**config.mk**
```make
export PLATFORM = sky130hd
export DESIGN_NAME = adc_command_byte_decoder
export DESIGN_NICKNAME = d
export VERILOG_FILES = /design/src/rtl/adc_cmd_pkg.sv /design/src/rtl/adc_command_byte_decoder.sv
export VERILOG_INCLUDE_DIRS = /design/src /design/src/rtl
export SDC_FILE = /design/constraint.sdc
export NUM_CORES = 1
export LEC_CHECK = 0
export ABC_AREA = 0
export BUFFER_PORTS_ARGS = -buffer_cell sky130_fd_sc_hd__buf_2
export CELL_PAD_IN_SITES_DETAIL_PLACEMENT = 0
export CELL_PAD_IN_SITES_GLOBAL_PLACEMENT = 1
export CORE_MARGIN = 10
export CORE_UTILIZATION = 45
export CTS_BUF_LIST = sky130_fd_sc_hd__clkbuf_8
export CTS_CLUSTER_SIZE = 28
export DETAILED_ROUTE_END_ITERATION = 12
export PLACE_DENSITY_LB_ADDON = 0.1
export SYNTH_ARGS = -nofsm -noshare
export SYNTH_HDL_FRONTEND = slang
export SYNTH_SLANG_ARGS = --single-unit
```
**constraint.sdc**
```tcl
create_clock -name clk -period 8.8 [get_ports clk]
set_input_delay 2.64 -clock clk [delete_from_list [all_inputs] [get_ports clk]]
set_output_delay 2.64 -clock clk [all_outputs]
set_load 0.03 [all_outputs]
```
**src/rtl/adc_cmd_defines.svh**
```systemverilog
// constants for the converter command decoder and scan sequencer
`ifndef ADC_CMD_DEFINES_SVH
`define ADC_CMD_DEFINES_SVH
// clock and scan timing, times in ns
`define CLK_PERIOD_NS   5
`define T_SAMPLE_NS     3000
`define T_TEMP_NS       20000
`define T_WAKE_NS       10000
`define CYC_OF(t)       ((t + `CLK_PERIOD_NS - 1) / `CLK_PERIOD_NS)
`define SAMPLE_CYC      12'(`CYC_OF(`T_SAMPLE_NS))
`define TEMP_CYC        12'(`CYC_OF(`T_TEMP_NS))
`define WAKE_CYC        12'(`CYC_OF(`T_WAKE_NS))
// field positions
`define BIT_TEMP        0
`define BIT_RST         3
`define BIT_AVG_ON      4
`define BIT_CLK_HI      5
`define F_CHAN          6:3
`define F_SWEEP         2:1
`define F_CLK_MODE      5:4
`define F_VREF_MODE     3:2
`define F_PAIR_SEL      1:0
`define F_SAMPLE_CNT    3:2
`define F_REPEAT_CNT    1:0
// reset values
`define SETUP_RESET     8'h20
`define REG_RESET       8'h00
// codes
`define SWEEP_UP_TO_N   2'h0
`define SWEEP_N_UP      2'h1
`define SWEEP_REPEAT    2'h2
`define SWEEP_ONCE      2'h3
`define CLK_SERIAL      2'h3
`define CLK_TRIG_ACQ    2'h1
`define VREF_INT_SLEEP  2'h0
`define VREF_EXT_DIFF   2'h3
`define PAIR_SEL_UNI    2'h2
`define PAIR_SEL_BI     2'h3
// channel facts
`define CHAN_TOP        4'hf
`define TRIG_CHAN       4'hf
`define REFN_CHAN       4'he
`define LAST_BIT        3'h7
`define SAMPLE_BASE     6'h01
`define SAMPLE_SHIFT    6'h04
// repeat sweep gives four results per count step
`define REPS_STEP       5'h04
`endif

```
**src/rtl/adc_cmd_pkg.sv**
```systemverilog
// types shared by the converter command decoder
package adc_cmd_pkg;
  // target of a decoded command byte
  typedef enum logic [2:0] {
    kind_none  = 3'h0,
    kind_conv  = 3'h1,
    kind_setup = 3'h2,
    kind_avg   = 3'h3,
    kind_rst   = 3'h4
  } cmd_kind_type;
  // scan sequencer states
  typedef enum logic [2:0] {
    sc_idle = 3'h0,
    sc_wake = 3'h1,
    sc_temp = 3'h2,
    sc_pick = 3'h3,
    sc_conv = 3'h4
  } scan_state_type;
endpackage

```
**src/rtl/adc_command_byte_decoder.sv**
```systemverilog
// serial command decoder, configuration registers and scan sequencer
`timescale 1ns/1ps
`include "adc_cmd_defines.svh"
`default_nettype none
module adc_command_byte_decoder (
  input  wire logic                    clk,
  input  wire logic                    reset,
  input  wire logic                    cs_n,              // chip select pin
  input  wire logic                    sclk,              // serial clock pin
  input  wire logic                    din,               // serial data pin
  input  wire logic                    conv_trigger_pin_n,// start pin, low pulse
  output logic [7:0]                   conversion_command,
  output logic [7:0]                   setup_config,
  output logic [7:0]                   averaging_config,
  output logic [7:0]                   unipolar_pair_flags,
  output logic [7:0]                   bipolar_pair_flags,
  output logic                         fifo_clear,        // one-cycle pulse
  output logic                         sample_req,        // one-cycle pulse
  output logic [3:0]                   sample_chan,
  output logic                         sample_diff,
  output logic                         sample_twos,
  output logic                         sample_temp,
  output logic                         result_valid,      // one-cycle pulse
  output logic                         busy,
  output adc_cmd_pkg::scan_state_type  scan_state
);
  import adc_cmd_pkg::*;

  // leading-bit priority decode of a byte
  function automatic cmd_kind_type decode_kind(input logic [7:0] b);
    decode_kind = b[7] ? kind_conv : b[6] ? kind_setup : b[5] ? kind_avg :
                  b[4] ? kind_rst : kind_none;
  endfunction
  // channel taken over by trigger pin or negative reference
  function automatic logic chan_blocked(input logic [3:0] ch, input logic [7:0] su);
    chan_blocked = ((ch == `TRIG_CHAN) && !su[`BIT_CLK_HI]) ||
                   ((ch == `REFN_CHAN) && (su[`F_VREF_MODE] == `VREF_EXT_DIFF));
  endfunction
  // pin synchronisers, first stage feeds only the second
  logic cs_meta_r, cs_s_r, sclk_meta_r, sclk_s_r, sclk_d_r;
  logic din_meta_r, din_s_r, trig_meta_r, trig_s_r, trig_d_r;
  // serial receiver
  logic [7:0] shift_r;          // bits received so far
  logic [2:0] bit_cnt_r;        // bit index within byte
  logic       pair_pend_r;      // next byte goes to a pair register
  logic       pair_bi_r;        // that register is the bipolar one
  logic       conv_seen_r;      // a conversion byte has been written
  // scan sequencer
  scan_state_type st_r;
  logic [4:0] cur_ch_r;         // channel under consideration
  logic [3:0] last_ch_r;        // last channel of the range
  logic [1:0] sweep_r;          // latched sweep code
  logic [1:0] ck_r;             // latched clock mode
  logic       temp_pend_r;      // temperature still owed
  logic [4:0] reps_r;           // results left on repeat sweep
  logic [5:0] navg_r;           // samples per result
  logic [5:0] samp_left_r;      // samples left in result
  logic [11:0] timer_r;         // internal timing count
  // sampled pins
  always_ff @(posedge clk) begin
    cs_meta_r   <= cs_n;
    cs_s_r      <= cs_meta_r;
    sclk_meta_r <= sclk;
    sclk_s_r    <= sclk_meta_r;
    sclk_d_r    <= sclk_s_r;
    din_meta_r  <= din;
    din_s_r     <= din_meta_r;
    trig_meta_r <= conv_trigger_pin_n;
    trig_s_r    <= trig_meta_r;
    trig_d_r    <= trig_s_r;
  end
  // edge and byte decode
  wire        sclk_rise  = sclk_s_r && !sclk_d_r && !cs_s_r;
  wire        trig_fall  = !trig_s_r && trig_d_r;
  wire        trig_rise  = trig_s_r && !trig_d_r;
  wire [7:0]  shift_nxt  = {shift_r[6:0], din_s_r};
  // eighth rising edge completes the byte
  wire        byte_done  = sclk_rise && (bit_cnt_r == `LAST_BIT);
  wire        cmd_done   = byte_done && !pair_pend_r;
  cmd_kind_type kind;
  assign kind = decode_kind(shift_nxt);
  wire        wr_conv    = cmd_done && (kind == kind_conv);
  wire        wr_setup   = cmd_done && (kind == kind_setup);
  wire        wr_avg     = cmd_done && (kind == kind_avg);
  wire        wr_rst     = cmd_done && (kind == kind_rst);
  // reset bit picks fifo clear or full reset
  wire        soft_rst   = wr_rst && !shift_nxt[`BIT_RST];
  wire        clr_fifo   = wr_rst && shift_nxt[`BIT_RST];
  // serial receiver: shift, count, pair routing
  always_ff @(posedge clk) begin
    if (reset || cs_s_r) begin
      // chip select high drops any partial byte
      bit_cnt_r   <= 3'h0;
      pair_pend_r <= 1'b0;
      pair_bi_r   <= 1'b0;
      shift_r     <= 8'h00;
    end else if (sclk_rise) begin
      shift_r   <= shift_nxt;
      bit_cnt_r <= bit_cnt_r + 3'h1;
      if (byte_done) begin
        // pair select 1x arms the next byte
        pair_pend_r <= wr_setup && shift_nxt[1];
        pair_bi_r   <= shift_nxt[0];
      end
    end
  end
  // configuration registers
  always_ff @(posedge clk) begin
    if (reset || soft_rst) begin
      conversion_command  <= `REG_RESET;
      setup_config        <= `SETUP_RESET;
      averaging_config    <= `REG_RESET;
      unipolar_pair_flags <= `REG_RESET;
      bipolar_pair_flags  <= `REG_RESET;
      conv_seen_r         <= 1'b0;
    end else begin
      if (wr_conv) begin
        conversion_command <= shift_nxt;
        conv_seen_r        <= 1'b1;
      end
      if (wr_setup) begin
        setup_config <= shift_nxt;
      end
      if (wr_avg) begin
        averaging_config <= shift_nxt;
      end
      // only an armed byte reaches a pair register
      if (byte_done && pair_pend_r && !pair_bi_r) begin
        unipolar_pair_flags <= shift_nxt;
      end
      if (byte_done && pair_pend_r && pair_bi_r) begin
        bipolar_pair_flags <= shift_nxt;
      end
    end
  end
  // scan start decode
  wire [1:0] ck_mode    = setup_config[`F_CLK_MODE];
  // command starts modes 1x, trigger pulse modes 0x
  wire       start_cmd  = wr_conv && ck_mode[1];
  wire       start_trig = trig_fall && !ck_mode[1] && conv_seen_r;
  wire       start_scan = (st_r == sc_idle) && !soft_rst && (start_cmd || start_trig);
  wire [7:0] cmd_now    = wr_conv ? shift_nxt : conversion_command;
  // serial clock mode forces a single conversion
  wire [1:0] sweep_now  = (ck_mode == `CLK_SERIAL) ? `SWEEP_ONCE : cmd_now[`F_SWEEP];
  wire [3:0] n_now      = cmd_now[`F_CHAN];
  // averaging only when enabled and not serially clocked
  wire       avg_en     = averaging_config[`BIT_AVG_ON] && (ck_mode != `CLK_SERIAL);
  // 4, 8, 16 or 32 samples per result
  wire [5:0] navg_now   = avg_en ? (`SAMPLE_SHIFT << averaging_config[`F_SAMPLE_CNT])
                                 : `SAMPLE_BASE;
  // repeat count 4, 8, 12 or 16 results
  wire [4:0] reps_now   = (sweep_now == `SWEEP_REPEAT)
                          ? {1'b0, averaging_config[`F_REPEAT_CNT], 2'h0} + `REPS_STEP
                          : 5'h01;
  // up to n, n upward, or n alone
  wire [4:0] first_now  = (sweep_now == `SWEEP_UP_TO_N) ? 5'h00 : {1'b0, n_now};
  wire [3:0] last_now   = (sweep_now == `SWEEP_N_UP) ? `CHAN_TOP : n_now;
  // candidate channel examination
  wire [3:0] cur4       = cur_ch_r[3:0];
  wire [2:0] pair_idx   = cur4[3:1];
  wire       uni_flag   = unipolar_pair_flags[3'h7 - pair_idx];
  wire       bi_flag    = bipolar_pair_flags[3'h7 - pair_idx];
  wire       is_diff    = uni_flag || bi_flag;
  // a pair is addressed from its lower channel, blocked if either member is
  wire       pair_block = chan_blocked({pair_idx, 1'b0}, setup_config) ||
                          chan_blocked({pair_idx, 1'b1}, setup_config);
  wire       skip_ch    = is_diff ? (cur4[0] || pair_block)
                                  : chan_blocked(cur4, setup_config);
  wire       past_end   = cur_ch_r > {1'b0, last_ch_r};
  wire [4:0] step       = (is_diff && !cur4[0]) ? 5'h02 : 5'h01;
  wire       tick_int   = (timer_r == 12'h000);
  wire       sample_end = (ck_r == `CLK_SERIAL)   ? byte_done :
                          (ck_r == `CLK_TRIG_ACQ) ? trig_rise : tick_int;

  // scan sequencer
  always_ff @(posedge clk) begin
    sample_req   <= 1'b0;
    result_valid <= 1'b0;
    fifo_clear   <= clr_fifo && !reset;
    if (reset || soft_rst) begin
      st_r        <= sc_idle;
      cur_ch_r    <= 5'h00;
      last_ch_r   <= 4'h0;
      sweep_r     <= `SWEEP_ONCE;
      ck_r        <= 2'h0;
      temp_pend_r <= 1'b0;
      reps_r      <= 5'h00;
      navg_r      <= `SAMPLE_BASE;
      samp_left_r <= 6'h00;
      timer_r     <= 12'h000;
      sample_chan <= 4'h0;
      sample_diff <= 1'b0;
      sample_twos <= 1'b0;
      sample_temp <= 1'b0;
      busy        <= 1'b0;
    end else begin
      if (timer_r != 12'h000) begin
        timer_r <= timer_r - 12'h001;
      end
      unique case (st_r)
        sc_idle: begin
          if (start_scan) begin
            cur_ch_r    <= first_now;
            last_ch_r   <= last_now;
            sweep_r     <= sweep_now;
            ck_r        <= ck_mode;
            temp_pend_r <= cmd_now[`BIT_TEMP];
            reps_r      <= reps_now;
            navg_r      <= navg_now;
            busy        <= 1'b1;
            // wake time only for the sleeping internal reference
            if (setup_config[`F_VREF_MODE] == `VREF_INT_SLEEP) begin
              timer_r <= `WAKE_CYC;
              st_r    <= sc_wake;
            end else begin
              st_r <= sc_pick;
            end
          end
        end
        sc_wake: begin
          if (tick_int) begin
            st_r <= sc_pick;
          end
        end
        sc_temp: begin
          // temperature time counted only when asked for
          if (tick_int) begin
            result_valid <= 1'b1;
            st_r         <= sc_pick;
          end
        end
        sc_pick: begin
          if (temp_pend_r) begin
            temp_pend_r <= 1'b0;
            sample_req  <= 1'b1;
            sample_temp <= 1'b1;
            sample_twos <= 1'b1;
            sample_diff <= 1'b0;
            timer_r     <= `TEMP_CYC;
            st_r        <= sc_temp;
          end else if (past_end) begin
            busy <= 1'b0;
            st_r <= sc_idle;
          end else if (skip_ch) begin
            cur_ch_r <= cur_ch_r + 5'h01;
          end else begin
            // one result per input or pair in range, reps_r results for the channel on repeat sweep
            sample_req  <= 1'b1;
            sample_temp <= 1'b0;
            sample_chan <= cur4;
            sample_diff <= is_diff;
            // unipolar wins when both flags set
            // bipolar pairs come out in twos complement
            sample_twos <= bi_flag && !uni_flag;
            samp_left_r <= navg_r;
            timer_r     <= `SAMPLE_CYC;
            st_r        <= sc_conv;
          end
        end
        sc_conv: begin
          // serial mode advances on each completed byte
          if (sample_end) begin
            if (samp_left_r > 6'h01) begin
              samp_left_r <= samp_left_r - 6'h01;
              timer_r     <= `SAMPLE_CYC;
            end else begin
              result_valid <= 1'b1;
              st_r         <= sc_pick;
              if (reps_r > 5'h01) begin
                reps_r <= reps_r - 5'h01;
              end else if (sweep_r == `SWEEP_UP_TO_N || sweep_r == `SWEEP_N_UP) begin
                cur_ch_r <= cur_ch_r + step;
              end else begin
                cur_ch_r <= {1'b0, last_ch_r} + 5'h01;
              end
            end
          end
        end
        default: begin
          st_r <= sc_idle;
        end
      endcase
    end
  end

  assign scan_state = st_r;

  // conversion byte lands in its register
  a_conv_route: assert property (@(posedge clk) disable iff (reset)
    wr_conv |=> conversion_command == $past(shift_nxt))
    else $error("conversion byte not stored");
  // setup byte never reaches averaging register
  a_setup_route: assert property (@(posedge clk) disable iff (reset)
    wr_setup |=> setup_config == $past(shift_nxt) && $stable(averaging_config))
    else $error("setup byte misrouted");
  // armed byte with pair_bi_r clear written to unipolar register, bipolar one kept
  a_pair_uni: assert property (@(posedge clk) disable iff (reset)
    (byte_done && pair_pend_r && !pair_bi_r) |=>
      unipolar_pair_flags == $past(shift_nxt) && $stable(bipolar_pair_flags))
    else $error("pair byte misrouted");
  // chip select high clears the bit count
  a_partial_drop: assert property (@(posedge clk) disable iff (reset)
    cs_s_r |=> bit_cnt_r == 3'h0 && !pair_pend_r)
    else $error("partial byte kept");
  a_soft_reset: assert property (@(posedge clk) disable iff (reset)
    soft_rst |=> setup_config == `SETUP_RESET && averaging_config == `REG_RESET
                 && st_r == sc_idle)
    else $error("reset byte did not restore defaults");
  // fifo clear pulse follows the byte
  a_fifo_clear: assert property (@(posedge clk) disable iff (reset)
    clr_fifo |=> fifo_clear ##1 !fifo_clear)
    else $error("fifo clear pulse wrong");
  // no channel sample while temperature owed
  a_temp_first: assert property (@(posedge clk) disable iff (reset)
    (sample_req && !sample_temp) |-> !temp_pend_r)
    else $error("channel sampled before temperature");
  a_block_skip: assert property (@(posedge clk) disable iff (reset)
    (sample_req && !sample_temp && !sample_diff) |->
      !chan_blocked(sample_chan, setup_config))
    else $error("blocked channel sampled");
  a_uni_wins: assert property (@(posedge clk) disable iff (reset)
    (sample_req && sample_diff &&
     unipolar_pair_flags[3'h7 - sample_chan[3:1]]) |-> !sample_twos)
    else $error("unipolar precedence broken");
  // start makes the sequencer busy next cycle
  a_start_busy: assert property (@(posedge clk) disable iff (reset)
    start_scan |=> busy ##1 busy)
    else $error("scan did not start");
endmodule
`default_nettype wire
```
==> out/results.tsv <==
stage	metric	value	unit
yosys	ys_seq_area_frac	0.420	
routing	drt_iter0_markers	312	
timing	timing.slew.headroom	0.269	
critical_path	cp_max_fo	9	
global_route	gr-total-overflow	0	
min_path	whs_path_depth	0	
clock_network	clk-insertion-delay-late	0.44	ns
global_route	antenna_found_initial	0	
yosys	syn_area_per_cell	8.78	um^2
yosys	synthArstFlopShare	0	
critical_path	slowest_stage	dfxtp_1	
final_layout	nNetsFinal	710	
placement	gp_congestion	0.880	
yosys	ys_warn_count	0	
min_path	min-delay-start	cs_meta_r$_DFF_P_	
critical_path	rr_worst_depth	6	
final_layout	drive_above_1_share	0.164	
routing	wl_per_cell	17.9	um
yosys	synth_top_area_cell	dfxtp_1	
yosys	synthMuxAreaShare	0.100	
clock_network	path_clk_slew	0.07	ns
timing	fmax	0.259	GHz
yosys	yosysUniqueCellTypes	64	
routing	drtAntennaViolNets	0	
timing	fin_crit_sh	0.439	
critical_path	path_cells	buf_2	
yosys	ys_ff_latch	118	
floorplanning	die_y	132	um
critical_path	start_kind	flop	
yosys	synth.top_cells.by_area	dfxtp_1 42%, mux2i_1 7.8%, nor2_1 6.6%	
global_route	grt_start_max_net_pins	82	
floorplanning	core_area	12100	um^2
timing	setup_viol	0	
critical_path	cp_data_required_time	6.16	ns
yosys	ys.flop_type	dfxtp_1	
final_layout	multi_input_area	3050	um^2
final_layout	synthToLayoutAreaGrowth	13.7	%
pwr	vdd_drop_max	0.107	mV
clock_network	post-cts-setup-buffer-count	0	
critical_path	critical_path_class	reg -> out	
floorplanning	die-area	17400	um^2
pwr	power	1.26	mW
clock_network	ctsHoldBuffers	0	
yosys	synth_top_area_frac	0.420	
yosys	mappedNetlistNets	665	
critical_path	critPathTopFamily	flip-flops	
clock_network	cts_root_buf	clkbuf_8	
min_path	holdPathEnd	cs_s_r$_DFF_P_	
clock_network	cts_resized	0	
floorplanning	floorplan.initialDensity	0.465	
status	outcome	finished, final reports clean	
critical_path	crit_buf_inv	1	
final_layout	nFillCells	1216	
timing	hold_viol	0	
clock_network	numCtsBuffers	17	
routing	route.detailed.drc	0	
critical_path	path_depth	1	
final_layout	diodes	0	
routing	wl	15.5	mm
global_route	grt_util_all_layers	0.179	
critical_path	cpPeakStageDelay	0.50	ns
yosys	synth_adder_area_share	0.0400	
critical_path	endpoint_kind	primary output	
clock_network	cts_sinks	118	
routing	viasPerCell	5.62	
placement	dp.cells	835	
routing	vias	4860	
critical_path	ff2ff_setup_slack	5.26	ns
critical_path	r2r-end	samp_left_r[2]$_SDFFE_PP0P_	
routing	firstDrtPassIters	7	
critical_path	cp.arrival	1.22	ns
timing	fin_tns_setup	0	ns
yosys	synth.most_common_cell	dfxtp_1	
yosys	synthXorXnorAreaFrac	0.0327	
placement	dp_hpwl	10.9	mm
yosys	postSynthCellCount	641	
timing	slew_viol_final	0	
floorplanning	die_w	132	um
floorplanning	io_pins	60	
global_route	grt_pass1_wl	25.4	mm
timing	finClkSkew	0.0106	ns
critical_path	worstReg2RegStart	cur_ch_r[2]$_SDFFE_PP0P_	
timing	tightest_slew	1.09	ns
placement	pre_cts_slack	4.76	ns
yosys	synth_top_family_by_area	simple AND/OR/NAND/NOR gates	
yosys	syn_area	5630	um^2
floorplanning	rows	40	
placement	portBuffers	59	
yosys	synth-compound-area-share	0.152	
timing	worst_slack	4.94	ns
clock_network	cts_max_level	4	
pwr	p_leak	2.68	nW
yosys	synthSimpleGateAreaFrac	0.216	
yosys	synth_edf_count	0	
clock_network	cts_tree	done	
min_path	hold_class	reg -> reg	
yosys	synth_common_cells	118 x dfxtp_1, 99 x nor2_1, 47 x nand2_1, 44 x mux2i_1, 40 x a21oi_1	
final_layout	regArea	2360	um^2
final_layout	fin_cells	865	
timing	rsz0062_at_grt	false	
clock_network	clock_path_buffers	2	
pwr	p_per_area	197	nW/um^2
timing	period_needed	3.86	ns
run	cap_violations	0	
global_route	grt_pass1_vias	4845	
[cells in the final DEF, fill, tap and decap left out, drive strengths merged, types with 10 or more instances in the layout]
cell type	count
a211oi	10
a21oi	40
buf	63
clkbuf	19
dfxtp	118
ha	18
inv	20
mux2i	44
nand2	47
nand3	18
nor2	100
nor3	18
o21ai	18
xnor2	11
xor2	10
[worst max-delay path by stage]
stage / startpoint / to / slack, ns
5_1_grt: setup_config[5]$_SDFFE_PP1P_ / setup_config[5] / 4.85
3_3_place_gp: reset / samp_left_r[4]$_SDFFE_PP0P_ / 4.80
4_1_cts: setup_config[5]$_SDFFE_PP1P_ / setup_config[5] / 4.91
6_report: setup_config[5]$_SDFFE_PP1P_ / setup_config[5] / 4.94
2_1_floorplan: reset / bipolar_pair_flags[7]$_SDFFE_PP0P_ / 5.08
3_5_place_dp: reset / samp_left_r[4]$_SDFFE_PP0P_ / 4.76
[kinds of logic (layout without fill, tap and decap cells)]
group,Yosys count,after routing
AO/OA/AOI/OAI,126,126
XOR/XNOR,21,21
adder cells (fa/ha/maj),18,18
buffers and inverters,56,112
flip-flops,118,118
multiplexers,51,51
AND/OR/NAND/NOR,251,251
[per-layer routing]
| layer | vias up | wire length [um] | global-route usage | part of all wire |
|---|---|---|---|---|
| li1 | 2407 | - | - | - |
| met1 | 2326 | 7390 | 0.227 | 0.48 |
| met2 | 110 | 7170 | 0.282 | 0.46 |
| met3 | 17 | 762 | 0.0507 | 0.049 |
| met4 | 0 | 129 | 0.0655 | 0.0083 |
| met5 | - | 0 | 0 | 0 |
[power by group]
group | switching [mW] | internal (mW) | total (mW)
Combinational | 0.114 | 0.0928 | 0.207
Sequential | 0.0216 | 0.558 | 0.580
Clock | 0.215 | 0.259 | 0.474
Total | 0.351 | 0.910 | 1.26
[cell type report]
cell class                 count  share of cell area
timing repair buffer          63              0.0509
sequential                   118               0.369
multi-input combinational    467               0.478
inverter                      19              0.0112
clock buffer                  19              0.0409
clock inverter                11              0.0174
tap                          168              0.0329
[stage by stage]
step / cell area (um^2) / util / hold WS [ns]
global route: 6400 / 0.528 / 0.350
global placement: 6020 / 0.497 / 0.310
floorplan: 5630 / - / 0.310
CTS: 6400 / 0.528 / 0.328
detailed placement: 6020 / 0.497 / 0.312
finish: 6400 / 0.528 / 0.327
[state kept, by name, summed over array words and instances, names as in the netlist, 2 cells and up]
register / flops
sample_chan: 4
ck_r: 2
reps_r: 5
setup_config: 8
unipolar_pair_flags: 8
samp_left_r: 6
timer_r: 12
shift_r: 7
bit_cnt_r: 3
last_ch_r: 4
cur_ch_r: 5
conversion_command: 8
bipolar_pair_flags: 8
navg_r: 5
averaging_config: 8
scan_state: 3
(Power assumes the default switching activity.)
